$ cat config.mk
export PLATFORM = sky130hd
export DESIGN_NAME = async_sram_host
export DESIGN_NICKNAME = d
export VERILOG_FILES = /design/src/sram_host_pkg.sv /design/src/async_sram_host.sv /design/src/sram_wait_timer.sv
export SDC_FILE = /design/constraint.sdc
export NUM_CORES = 1
export LEC_CHECK = 0
export BUFFER_PORTS_ARGS = -buffer_cell sky130_fd_sc_hd__buf_4
export CAP_MARGIN = 40
export CORE_UTILIZATION = 40
export DETAILED_ROUTE_END_ITERATION = 8
export GPL_ROUTABILITY_DRIVEN = 0
export HOLD_SLACK_MARGIN = 0.05
export SKIP_LAST_GASP = 1
export SLEW_MARGIN = 25
export SYNTH_ARGS = -nofsm -noshare
export SYNTH_HDL_FRONTEND = slang
export SYNTH_SLANG_ARGS = --single-unit
$ cat constraint.sdc
create_clock -name mclk -period 2.18 [get_ports mclk]
set_clock_uncertainty 0.05 [all_clocks]
set_input_delay 0.436 -clock mclk [delete_from_list [all_inputs] [get_ports mclk]]
set_output_delay 0.436 -clock mclk [all_outputs]
set_load 0.1 [all_outputs]
$ cat src/sram_host_pkg.sv
// Package: timing, register map and state codes for the SRAM host controller
package sram_host_pkg;

    // ------------------------------------------------------------------
    // Clock and device timing, in picoseconds
    // ------------------------------------------------------------------
    localparam int CLK_PERIOD_PS               = 25000;
    localparam int READ_CYCLE_MIN_PS           = 20000;
    localparam int ADDRESS_TO_DATA_DELAY_PS    = 20000;
    localparam int DATA_HOLD_AFTER_ADDRESS_PS  = 2500;
    localparam int OE_TO_DATA_DELAY_PS         = 8000;
    localparam int LANE_TO_DATA_DELAY_PS       = 8000;
    localparam int CS_TO_DATA_DELAY_PS         = 20000;
    localparam int OUTPUT_FLOAT_DELAY_PS       = 8000;
    localparam int WRITE_CYCLE_MIN_PS          = 20000;
    localparam int CS_TO_WRITE_END_PS          = 12000;
    localparam int WRITE_DATA_SETUP_PS         = 9000;
    localparam int WRITE_DATA_HOLD_PS          = 0;
    localparam int WRITE_PULSE_MIN_OE_HIGH_PS  = 12000;
    localparam int WRITE_PULSE_MIN_OE_LOW_PS   = 17000;
    localparam int WRITE_START_FLOAT_DELAY_PS  = 9000;
    localparam int WRITE_END_DRIVE_DELAY_PS    = 3000;
    localparam int RETENTION_RECOVERY_PS       = READ_CYCLE_MIN_PS;

    // Least times round up, never below one cycle
    function automatic int cyc_up(input int ps);
        int c;
        c = (ps + CLK_PERIOD_PS - 1) / CLK_PERIOD_PS;
        return (c < 1) ? 1 : c;
    endfunction

    function automatic int max2(input int a, input int b);
        return (a > b) ? a : b;
    endfunction

    // ------------------------------------------------------------------
    // Cycle counts
    // ------------------------------------------------------------------
    localparam int WE_CYC      = max2(cyc_up(WRITE_PULSE_MIN_OE_HIGH_PS), cyc_up(WRITE_DATA_SETUP_PS));
    localparam int WR_CS_CYC   = max2(cyc_up(WRITE_CYCLE_MIN_PS), cyc_up(CS_TO_WRITE_END_PS));
    localparam int RD_CYC      = max2(max2(cyc_up(ADDRESS_TO_DATA_DELAY_PS), cyc_up(CS_TO_DATA_DELAY_PS)),
                                      max2(max2(cyc_up(OE_TO_DATA_DELAY_PS), cyc_up(LANE_TO_DATA_DELAY_PS)),
                                           cyc_up(READ_CYCLE_MIN_PS)));
    localparam int WAKE_CYC    = cyc_up(RETENTION_RECOVERY_PS);
    localparam int TIMER_W     = 4;

    // ------------------------------------------------------------------
    // Register map (byte offsets) and fields
    // ------------------------------------------------------------------
    localparam logic [11:0] CTRL_OFS    = 12'h000;
    localparam logic [11:0] ADDR_OFS    = 12'h004;
    localparam logic [11:0] WDATA_OFS   = 12'h008;
    localparam logic [11:0] RDATA_OFS   = 12'h00C;
    localparam logic [11:0] STATUS_OFS  = 12'h010;

    localparam int CTRL_START_BIT = 0;
    localparam int CTRL_WRITE_BIT = 1;
    localparam int CTRL_SLEEP_BIT = 2;
    localparam int CTRL_LANE_LSB  = 4;
    localparam int STAT_BUSY_BIT  = 0;
    localparam int STAT_DONE_BIT  = 1;
    localparam int STAT_SLEEP_BIT = 2;

    localparam logic [1:0] LANES_RESET = 2'h3;

    // ------------------------------------------------------------------
    // Sequencer states
    // ------------------------------------------------------------------
    typedef enum logic [2:0] {
        ST_IDLE   = 3'b000,
        ST_SETUP  = 3'b001,
        ST_WPULSE = 3'b010,
        ST_WEND   = 3'b011,
        ST_RWAIT  = 3'b100,
        ST_REND   = 3'b101,
        ST_SLEEP  = 3'b110,
        ST_WAKE   = 3'b111
    } seq_state_e;

endpackage

$ cat src/async_sram_host.sv
// Host controller: APB register slave driving an asynchronous 16-bit SRAM
//
// Contract
// A write happens only while chip select, at least one lane enable and write enable are all low.
// All three write qualifiers go active to start a write, and raising any one ends it.
// Write data is stable from 9 ns before the write-ending edge until at least 0 ns after it.
// A write cycle lasts at least 20 ns, and chip select, address and lane enables lead the end by 12 ns.
// Write enable stays low at least 12 ns with output enable high, or 17 ns with it low.
// With output enable low through a write, the least write cycle is float delay plus data setup.
// The memory floats its outputs within 9 ns of write enable falling and drives no sooner than 3 ns after it rises.
// The address may change 0 ns after write end, and write enable may fall 0 ns after address valid.
// Under continuous selection new data appears within 20 ns of an address change, held 2.5 ns, cycle 20 ns.
// Read data appears within 8 ns of output enable falling and floats within 8 ns of it rising.
// Read data appears within 20 ns of chip select falling, drives after 3 ns, and floats within 8 ns of release.
// A lane's read data appears within 8 ns of its enable falling and floats within 8 ns of it rising.
// For a read the address is valid no later than the falling edge of chip select.
// During data retention chip select is high and every other input, lanes included, holds a static level.
// The lower lane enable qualifies data bits 0 to 7 and the upper lane enable bits 8 to 15.
// A read needs chip select low and write enable high, and the host never drives data during a read.
// Every nanosecond least time is rounded up to whole clock cycles.
`timescale 1ns/100ps
module async_sram_host #(
    parameter int ADDR_W = 18,
    parameter int DATA_W = 16
) (
    input  wire logic              mclk,
    input  wire logic              rst_n,
    input  wire logic              psel,
    input  wire logic              penable,
    input  wire logic              pwrite,
    input  wire logic [11:0]       paddr,
    input  wire logic [31:0]       pwdata,
    output logic      [31:0]       prdata,
    output logic                   pready,
    output logic                   pslverr,
    output logic      [ADDR_W-1:0] sramAddr,
    output logic                   sramCsN,
    output logic                   sramWeN,
    output logic                   sramOeN,
    output logic                   lowerLaneEnableN,
    output logic                   upperLaneEnableN,
    output logic      [DATA_W-1:0] sramDataOut,
    output logic                   sramDataOe,
    input  wire logic [DATA_W-1:0] sramDataIn
);

    localparam int LANE_W = DATA_W / 2;

    // ------------------------------------------------------------------
    // State
    // ------------------------------------------------------------------
    typedef struct packed {
        sram_host_pkg::seq_state_e state;
        logic [ADDR_W-1:0]         addr;
        logic [DATA_W-1:0]         wdata;
        logic [DATA_W-1:0]         rdata;
        logic [1:0]                lanes;
        logic                      dirWrite;
        logic                      sleep;
        logic                      done;
        logic [31:0]               prdata;
        logic [ADDR_W-1:0]         pinAddr;
        logic                      csN;
        logic                      weN;
        logic                      oeN;
        logic [1:0]                laneN;
        logic [DATA_W-1:0]         dataOut;
        logic                      dataOe;
    } host_s;

    host_s cur;
    host_s next_cur;

    logic                                timerLoad;
    logic [sram_host_pkg::TIMER_W-1:0]   timerValue;
    logic                                timerExpired;
    logic                                setupPhase;
    logic                                accessPhase;
    logic                                mapped;
    logic [1:0]                          reqLanes;
    logic [DATA_W-1:0]                   capData;

    assign setupPhase  = psel && !penable;
    assign accessPhase = psel && penable;
    assign mapped      = (paddr == sram_host_pkg::CTRL_OFS) || (paddr == sram_host_pkg::ADDR_OFS) ||
                         (paddr == sram_host_pkg::WDATA_OFS) || (paddr == sram_host_pkg::RDATA_OFS) ||
                         (paddr == sram_host_pkg::STATUS_OFS);

    // Zero lanes would never qualify a write, so it means both
    assign reqLanes = (cur.lanes == 2'h0) ? 2'h3 : cur.lanes;

    // ------------------------------------------------------------------
    // Per-lane read capture
    // ------------------------------------------------------------------
    genvar g;
    generate
        for (g = 0; g < 2; g++) begin : g_lane
            // Disabled lane floats, so its old byte is kept
            assign capData[g*LANE_W +: LANE_W] = cur.laneN[g] ? cur.rdata[g*LANE_W +: LANE_W]
                                                               : sramDataIn[g*LANE_W +: LANE_W];
        end
    endgenerate

    sram_wait_timer #(
        .W (sram_host_pkg::TIMER_W)
    ) u_timer (
        .mclk      (mclk),
        .rst_n     (rst_n),
        .load      (timerLoad),
        .loadValue (timerValue),
        .expired   (timerExpired)
    );

    // ------------------------------------------------------------------
    // Next state
    // ------------------------------------------------------------------
    always_comb begin
        next_cur   = cur;
        timerLoad  = 1'b0;
        timerValue = '0;

        // Register reads are staged in the setup cycle
        if (setupPhase && !pwrite) begin
            next_cur.prdata = 32'h0000_0000;
            case (paddr)
                sram_host_pkg::CTRL_OFS: begin
                    next_cur.prdata[sram_host_pkg::CTRL_WRITE_BIT] = cur.dirWrite;
                    next_cur.prdata[sram_host_pkg::CTRL_SLEEP_BIT] = cur.sleep;
                    next_cur.prdata[sram_host_pkg::CTRL_LANE_LSB +: 2] = cur.lanes;
                end
                sram_host_pkg::ADDR_OFS:  next_cur.prdata[ADDR_W-1:0] = cur.addr;
                sram_host_pkg::WDATA_OFS: next_cur.prdata[DATA_W-1:0] = cur.wdata;
                sram_host_pkg::RDATA_OFS: next_cur.prdata[DATA_W-1:0] = cur.rdata;
                sram_host_pkg::STATUS_OFS: begin
                    next_cur.prdata[sram_host_pkg::STAT_BUSY_BIT]  = (cur.state != sram_host_pkg::ST_IDLE);
                    next_cur.prdata[sram_host_pkg::STAT_DONE_BIT]  = cur.done;
                    next_cur.prdata[sram_host_pkg::STAT_SLEEP_BIT] = (cur.state == sram_host_pkg::ST_SLEEP);
                end
                default: next_cur.prdata = 32'h0000_0000;
            endcase
        end

        // Done clear first so a completion in the same cycle wins
        if (accessPhase && pwrite) begin
            case (paddr)
                sram_host_pkg::CTRL_OFS: begin
                    next_cur.dirWrite = pwdata[sram_host_pkg::CTRL_WRITE_BIT];
                    next_cur.sleep    = pwdata[sram_host_pkg::CTRL_SLEEP_BIT];
                    next_cur.lanes    = pwdata[sram_host_pkg::CTRL_LANE_LSB +: 2];
                end
                sram_host_pkg::ADDR_OFS:  next_cur.addr  = pwdata[ADDR_W-1:0];
                sram_host_pkg::WDATA_OFS: next_cur.wdata = pwdata[DATA_W-1:0];
                sram_host_pkg::STATUS_OFS: begin
                    if (pwdata[sram_host_pkg::STAT_DONE_BIT]) begin
                        next_cur.done = 1'b0;
                    end
                end
                default: next_cur.done = cur.done;
            endcase
        end

        case (cur.state)
            sram_host_pkg::ST_IDLE: begin
                if (cur.sleep) begin
                    next_cur.state = sram_host_pkg::ST_SLEEP;
                end else if (accessPhase && pwrite && paddr == sram_host_pkg::CTRL_OFS &&
                             pwdata[sram_host_pkg::CTRL_START_BIT]) begin
                    // Address, lanes and select settle first; WE and data drive follow a cycle later,
                    // so the bus is never driven while the chip still sees a read
                    next_cur.pinAddr = cur.addr;
                    next_cur.csN     = 1'b0;
                    next_cur.laneN   = ~reqLanes;
                    if (pwdata[sram_host_pkg::CTRL_WRITE_BIT]) begin
                        next_cur.dataOut = cur.wdata;
                        next_cur.oeN     = 1'b1;
                        next_cur.state   = sram_host_pkg::ST_SETUP;
                    end else begin
                        next_cur.oeN   = 1'b0;
                        next_cur.state = sram_host_pkg::ST_RWAIT;
                        timerLoad      = 1'b1;
                        timerValue     = sram_host_pkg::TIMER_W'(sram_host_pkg::RD_CYC - 1);
                    end
                end
            end
            sram_host_pkg::ST_SETUP: begin
                next_cur.weN   = 1'b0;
                next_cur.dataOe = 1'b1;
                next_cur.state = sram_host_pkg::ST_WPULSE;
                timerLoad      = 1'b1;
                timerValue     = sram_host_pkg::TIMER_W'(sram_host_pkg::WE_CYC - 1);
            end
            sram_host_pkg::ST_WPULSE: begin
                if (timerExpired) begin
                    // All qualifiers release together, data held one more cycle
                    next_cur.weN   = 1'b1;
                    next_cur.csN   = 1'b1;
                    next_cur.laneN = 2'h3;
                    next_cur.state = sram_host_pkg::ST_WEND;
                end
            end
            sram_host_pkg::ST_WEND: begin
                next_cur.dataOe = 1'b0;
                next_cur.done   = 1'b1;
                next_cur.state  = sram_host_pkg::ST_IDLE;
            end
            sram_host_pkg::ST_RWAIT: begin
                if (timerExpired) begin
                    next_cur.rdata = capData;
                    next_cur.csN   = 1'b1;
                    next_cur.oeN   = 1'b1;
                    next_cur.laneN = 2'h3;
                    next_cur.state = sram_host_pkg::ST_REND;
                end
            end
            sram_host_pkg::ST_REND: begin
                // Turnaround cycle covers the output float time
                next_cur.done  = 1'b1;
                next_cur.state = sram_host_pkg::ST_IDLE;
            end
            sram_host_pkg::ST_SLEEP: begin
                if (!cur.sleep) begin
                    next_cur.state = sram_host_pkg::ST_WAKE;
                    timerLoad      = 1'b1;
                    timerValue     = sram_host_pkg::TIMER_W'(sram_host_pkg::WAKE_CYC - 1);
                end
            end
            sram_host_pkg::ST_WAKE: begin
                if (timerExpired) begin
                    next_cur.state = sram_host_pkg::ST_IDLE;
                end
            end
            default: next_cur.state = sram_host_pkg::ST_IDLE;
        endcase
    end

    always_ff @(posedge mclk or negedge rst_n) begin
        if (!rst_n) begin
            cur          <= '0;
            cur.state    <= sram_host_pkg::ST_IDLE;
            cur.lanes    <= sram_host_pkg::LANES_RESET;
            cur.csN      <= 1'b1;
            cur.weN      <= 1'b1;
            cur.oeN      <= 1'b1;
            cur.laneN    <= 2'h3;
        end else begin
            cur <= next_cur;
        end
    end

    // ------------------------------------------------------------------
    // Outputs
    // ------------------------------------------------------------------
    assign prdata           = cur.prdata;
    assign pready           = 1'b1;
    assign pslverr          = accessPhase && !mapped;
    assign sramAddr         = cur.pinAddr;
    assign sramCsN          = cur.csN;
    assign sramWeN          = cur.weN;
    assign sramOeN          = cur.oeN;
    assign lowerLaneEnableN = cur.laneN[0];
    assign upperLaneEnableN = cur.laneN[1];
    assign sramDataOut      = cur.dataOut;
    assign sramDataOe       = cur.dataOe;

    // ------------------------------------------------------------------
    // Checks
    // ------------------------------------------------------------------
    logic [7:0] csLowCount;
    logic [7:0] weLowCount;

    always_ff @(posedge mclk or negedge rst_n) begin
        if (!rst_n) begin
            csLowCount <= 8'h00;
            weLowCount <= 8'h00;
        end else begin
            csLowCount <= sramCsN ? 8'h00 : csLowCount + 8'h01;
            weLowCount <= sramWeN ? 8'h00 : weLowCount + 8'h01;
        end
    end
endmodule

$ cat src/sram_wait_timer.sv
// Down-counter that times the write pulse, the read wait and the wake-up delay
`timescale 1ns/100ps
module sram_wait_timer #(
    parameter int W = 4
) (
    input  wire logic         mclk,
    input  wire logic         rst_n,
    input  wire logic         load,
    input  wire logic [W-1:0] loadValue,
    output logic              expired
);

    typedef struct packed {
        logic [W-1:0] count;
    } timer_s;

    timer_s cur;
    timer_s next_cur;

    always_comb begin
        next_cur = cur;
        if (load) begin
            next_cur.count = loadValue;
        end else if (cur.count != '0) begin
            next_cur.count = cur.count - 1'b1;
        end
    end

    always_ff @(posedge mclk or negedge rst_n) begin
        if (!rst_n) begin
            cur <= '0;
        end else begin
            cur <= next_cur;
        end
    end

    assign expired = (cur.count == '0);

endmodule

* Word level (Yosys, flattened, before mapping) *
Index checks and enable logic that the tools add are counted.

word-level totals
  flip-flop bits (word level) = 120
  bits of input ports = 65
  output and inout port bits = 74
  word-level logic and storage cells = 122

operators by class
  add/subtract/negate cells = 1
  equal/unequal tests = 18
  multiplexer cells = 40
  bitwise gates (word level) = 4
  reductions and logical operators = 41

operator list
  cell                                                                     number
  19-bit two-way mux                                                       2
  10-bit one-hot mux with 3 select lines                                   1
  12-bit by 4-bit equality test with 1-bit output (second input constant)  2
  3-bit two-way mux                                                        8
  3-bit one-hot mux with 7 select lines                                    1
  16-bit two-way mux                                                       1
  2-bit nonzero test                                                       7
  12-bit by 3-bit equality test with 1-bit output (second input constant)  1
  12-bit by 5-bit equality test with 1-bit output (second input constant)  1
  3-bit equality test (second input constant)                              4
  12-bit zero test                                                         1
  1-bit two-way mux                                                        12
  2-bit inequality test (second input constant)                            6
  3-bit AND reduction                                                      4
  2-bit one-hot mux with 5 select lines                                    1
  5-bit AND reduction                                                      2
  1-bit one-hot mux with 3 select lines                                    3
  4-bit two-way mux                                                        2
  2-bit one-hot mux with 4 select lines                                    1
  2-bit AND reduction                                                      4
  4-bit AND reduction                                                      2
  1-bit logical AND                                                        7
  3-bit by 2-bit equality test with 1-bit output (second input constant)   2
  2-bit two-way mux                                                        3
  16 further kinds                                                         26

* Longest topological paths before layout *
  depth in word-level cells = 8
  gate-level depth with buffers = 6
  mapped depth without buffers = 6

* Modules after synthesis *
From an unflattened synthesis, not the netlist that was laid out.

second synthesis, totals
  cells, all modules = 472
  area total of the unflattened synthesis = 5903.2 um2

modules (own cells, without submodules)
  module           instances  cells an instance  area each (um2)  seq. area each (um2)
  async_sram_host  1          449                5670.4           2911.5
  sram_wait_timer  1          23                 232.7            100.1

* Worst setup path before layout *
OpenSTA, ideal clock, no wires.

  path type = input -> output
  start point = input paddr[1]
  end point = output pslverr
  arrival time = 2.765 ns
  required time = 1.694 ns
  setup slack = -1.071 ns
  stages on the path = 3
  path buffers = 0
  cells stage by stage = nor3_1 and3_1 nor3_1

between the ends
  cells in the longest elaborated chain, start to end = 7
  elaborated cells between the ends (all ways) = 11
  those cells by class = eq/ne: 4; reduce/logical: 7

ends and longest elaborated chain
  element                                                                                     line                    source
  start, declared                                                                             async_sram_host.sv:31   input wire logic [11:0] paddr,
  12-bit by 3-bit equality test with 1-bit output / 12-bit zero test (equally long branches)  async_sram_host.sv:85   assign mapped = (paddr == sram_host_pkg::CTRL_OFS) || (paddr == sram_host_pkg::ADDR_OFS) ||
  1-bit logical OR (2 in a row)                                                               async_sram_host.sv:85
  1-bit logical OR                                                                            async_sram_host.sv:86   (paddr == sram_host_pkg::WDATA_OFS) || (paddr == sram_host_pkg::RDATA_OFS) ||
  1-bit logical OR (*)                                                                        async_sram_host.sv:86
  1-bit zero test (*)                                                                         async_sram_host.sv:255  assign pslverr = accessPhase && !mapped;
  1-bit logical AND (*)                                                                       async_sram_host.sv:255
  end, declared                                                                               async_sram_host.sv:35   output logic pslverr,

Every way passes the cells marked *; elsewhere a longest branch is shown, timed or not.

* Worst setup path in the final report *
  start point = input paddr[1]
  end point = register cur, in the netlist sramDataOut[3]

between the ends
  cells in the longest elaborated chain, start to end = 4

ends and longest elaborated chain
  element                               line                    source
  12-bit zero test                      async_sram_host.sv:166  end else if (accessPhase && pwrite && paddr == sram_host_pkg::CTRL_OFS &&
  1-bit logical AND (2 in a row)        async_sram_host.sv:166
  4-bit AND reduction (no source line)  -
  end signal, assigned                  async_sram_host.sv:246  cur <= next_cur;
  end, declared                         async_sram_host.sv:71   host_s cur;

No other way between the ends.
A chain may end at the register's enable or synchronous reset.

==> impl_results.md <==
- Row Count: 43
- Hold Fails Final Rpt: 0
- Post-synth EDFFs: 0
- Peak supply drop: 530 µV
- DRT Pass-1 Iters: 4
- Yosys Warn Count: 0
- Yosys reg bits: 120
- Violated checks: negative setup slack
- Largest net degree at the start of global routing: 41
- CP max-delay cell: or4_4
- Static Leakage: 3.71 nW
- CP top delay family: simple AND/OR/NAND/NOR gates
- Outcome: finished, violations left
- Sw Share: 0.271
- WP buf/inv: 2
- Clk slew on worst S/H paths: 0.05 ns
- Detailed placement HPWL: 9.93 mm
- Die Width: 122 µm
- Yosys cell types: 51
- Worst slew pin tran: 0.554 ns
- Layout Cells excl Fill: 753
- Commonest non-fill, non-tap cell in the layout: buf_4
- Crit-path most repeated cell: or4_4
- Total congestion overflow: 0
- Worst hold margin: 0.216 ns
- Vias in the first global route: 3928
- IO buf count: 109
- Max clock buf depth: 2
- P_int: 4.66 mW
- Diodes inserted: 0
- Ratio of final minimum period to clock period: 1.06
- Total global-route track usage: 0.200
- Vias/cell: 5.12
- Crit path max fanout: 8
- Initial core utilization: 0.413
- DRC Markers: 0
- Die Ht: 122 µm
- Placeable Area: 13900 µm²
- Mapped Cells: 456
- Critical Path RT: 2.42 ns
- Net Sw Power: 1.74 mW
- Post-route setup slack: -0.140 ns
- RSZ-0062 raised after global routing: yes
- Die ar.: 14900 µm²
- Antenna Nets Post-Route: 0
- Flop pwr share: 0.372
- Clock network fraction of total power: 0.451
- Num CTS Buffers: 17
- # nets final: 627
- Hold Crit Class: input pin to register
- Area Overhead vs Synth: 31.4%
- # fillers: 1148
- Final setup violation count: 17
- Gate power share: 0.177
- Dominant synthesized flop cell: dfrtp_1
- CP Data Arrival Time: 2.56 ns
- CTS Sinks: 120
- Slew Limit Fails: 0
- First-pass GRT wire length: 21.8 mm
- Max-cap violation count: 0
- Max stage delay on crit path: 0.56 ns
- Initial antenna violation count: 0
- Most frequent cells in the layout: 139 x buf_4, 113 x dfrtp_1, 65 x mux2_2
- Critical-path cell list: buf_6 -> or4_4 -> or4_4 -> nor3_4 -> clkbuf_16 -> mux2_2
- Setup TNS: -1.75 ns
- Io pins: 139
- Ys async rst share: 1.00
- Critical setup path kind: input pin to register
- Synthesized area per cell: 12.6 µm²
- Layout cell share with drive strength beyond 1: 0.531
- H-tree levels: 4
- Pwr per Cell Area: 847 nW/µm²
- Max Clock Freq: 0.431 GHz
- CTS tree: done
- Cell area after synthesis: 5750 µm²
- Post-synthesis sequential area ratio: 0.524
- Starting DRT DRC Count: 209
- Min Clock Period, post-route: 2.32 ns
- Post-Route WL: 14.1 mm
- CP endpoint kind: register
- Rel. slew slack: 0.630
- CTS Root Cell: clkbuf_16
- Worst skew pair latency: 0.41 ns
- WL/cell: 18.8 µm
- Dpl cells: 715
- Vias: 3859
- Type of origin of the critical path: input pin
[synth_stat cells (all sizes together), types with 2 or more instances]
cell | instances | share of area
nor2b | 3 | 0.0033
or4 | 3 | 0.0052
a211oi | 3 | 0.0039
and2 | 10 | 0.011
clkbuf | 10 | 0.0065
a22o | 13 | 0.020
nor2 | 18 | 0.012
conb | 2 | 0.0013
a221o | 12 | 0.021
mux4 | 3 | 0.012
a221oi | 3 | 0.0046
inv | 6 | 0.0039
nor4 | 4 | 0.0070
dfrtp | 113 | 0.49
dfstp | 7 | 0.032
mux2i | 2 | 0.0035
or3 | 5 | 0.0054
or2 | 2 | 0.0022
a22oi | 3 | 0.0039
nor3b | 6 | 0.0087
a21oi | 6 | 0.0052
nand2b | 5 | 0.0054
nand4 | 3 | 0.0033
or3b | 2 | 0.0030
nand3b | 2 | 0.0026
buf | 74 | 0.096
nand3 | 5 | 0.0044
o21ai | 8 | 0.0070
mux2 | 90 | 0.18
nor3 | 6 | 0.0072
and3 | 3 | 0.0033
nand2 | 11 | 0.0072
xnor2 | 2 | 0.0030
[cells by family (layout without fill, tap and decap cells)]
family | after synthesis | after routing | synth area share
and+or+nand+nor | 89 | 89 | 0.0925
DFF | 120 | 120 | 0.524
adders and majority gates | 1 | 1 | 0.00218
AOI/OAI and AO/OA | 56 | 56 | 0.0777
muxes | 95 | 95 | 0.191
buffers and inverters | 90 | 194 | 0.107
other | 2 | 15 | 0.00131
xor gates and xnor gates | 3 | 3 | 0.00457
[layout make-up]
type | count | area, µm² | share of cell area
flip-flops and latches | 120 | 3010 | 0.399
multi-input cells | 259 | 2340 | 0.309
repair buffers | 157 | 1350 | 0.178
clock buffers | 24 | 502 | 0.0664
well taps | 180 | 225 | 0.0298
clock inverters | 7 | 115 | 0.0152
inverters | 6 | 22.5 | 0.00298
[power groups by stage]
stage	Combinational (mW)	Clock [mW]	Sequential [mW]
2_1_floorplan	0.622	0	2.59
3_3_place_gp	1.11	0	2.42
3_5_place_dp	1.13	0	2.42
4_1_cts	1.14	2.94	2.38
5_1_grt	1.23	3.03	2.39
6_report	1.13	2.88	2.38
[metrics by stage]
| stage | utilization | total power, mW | area [µm²] | setup slack, ns |
|---|---|---|---|---|
| finish | 0.542 | 6.40 | 7560 | -0.140 |
| floorplan | - | 3.22 | 5920 | -0.279 |
| detailed placement | 0.484 | 3.55 | 6750 | -0.384 |
| CTS | 0.534 | 6.46 | 7440 | -0.0774 |
| global placement | 0.484 | 3.53 | 6740 | -0.357 |
| global route | 0.542 | 6.65 | 7560 | -0.143 |
[per-layer routing]
layer / wire (µm) / track usage
met1: 6600 / 0.275
met4: 163 / 0.0795
met2: 6760 / 0.309
met5: 0 / 0
met3: 610 / 0.0379
[flip-flops by register name, summed over array words and instances (netlist names)]
register	count
upperLaneEnableN	1
u_timer.cur	4
prdata	18
sramDataOut	16
sramCsN	1
lowerLaneEnableN	1
sramWeN	1
sramDataOe	1
sramOeN	1
sramAddr	18
cur	58
[path summary, 6_finish.rpt]
check | from | endpoint | slack [ns] | depth (start not counted)
hold reg to reg | prdata[17] | prdata[17] | 0.43 | 2
min in group asynchronous | rst_n | cur[77] | 0.51 | 2
hold / removal | sramDataIn[13] | cur[90] | 0.22 | 2
setup reg to reg | cur[128] | sramDataOut[3] | 0.01 | 5
setup / recovery | paddr[1] | sramDataOut[3] | -0.14 | 6
max in group asynchronous | rst_n | sramAddr[15] | 0.88 | 3
[what timing repair did]
action,CTS,global route
hold buffers,1,0
cloned,1,2
pin swaps,2,4
resized for setup,5,17
endpoints found under the hold margin,32,0
buffers inserted,2,1
endpoints found under the setup margin,19,34
No activity file was read; power rests on OpenSTA's default activity.
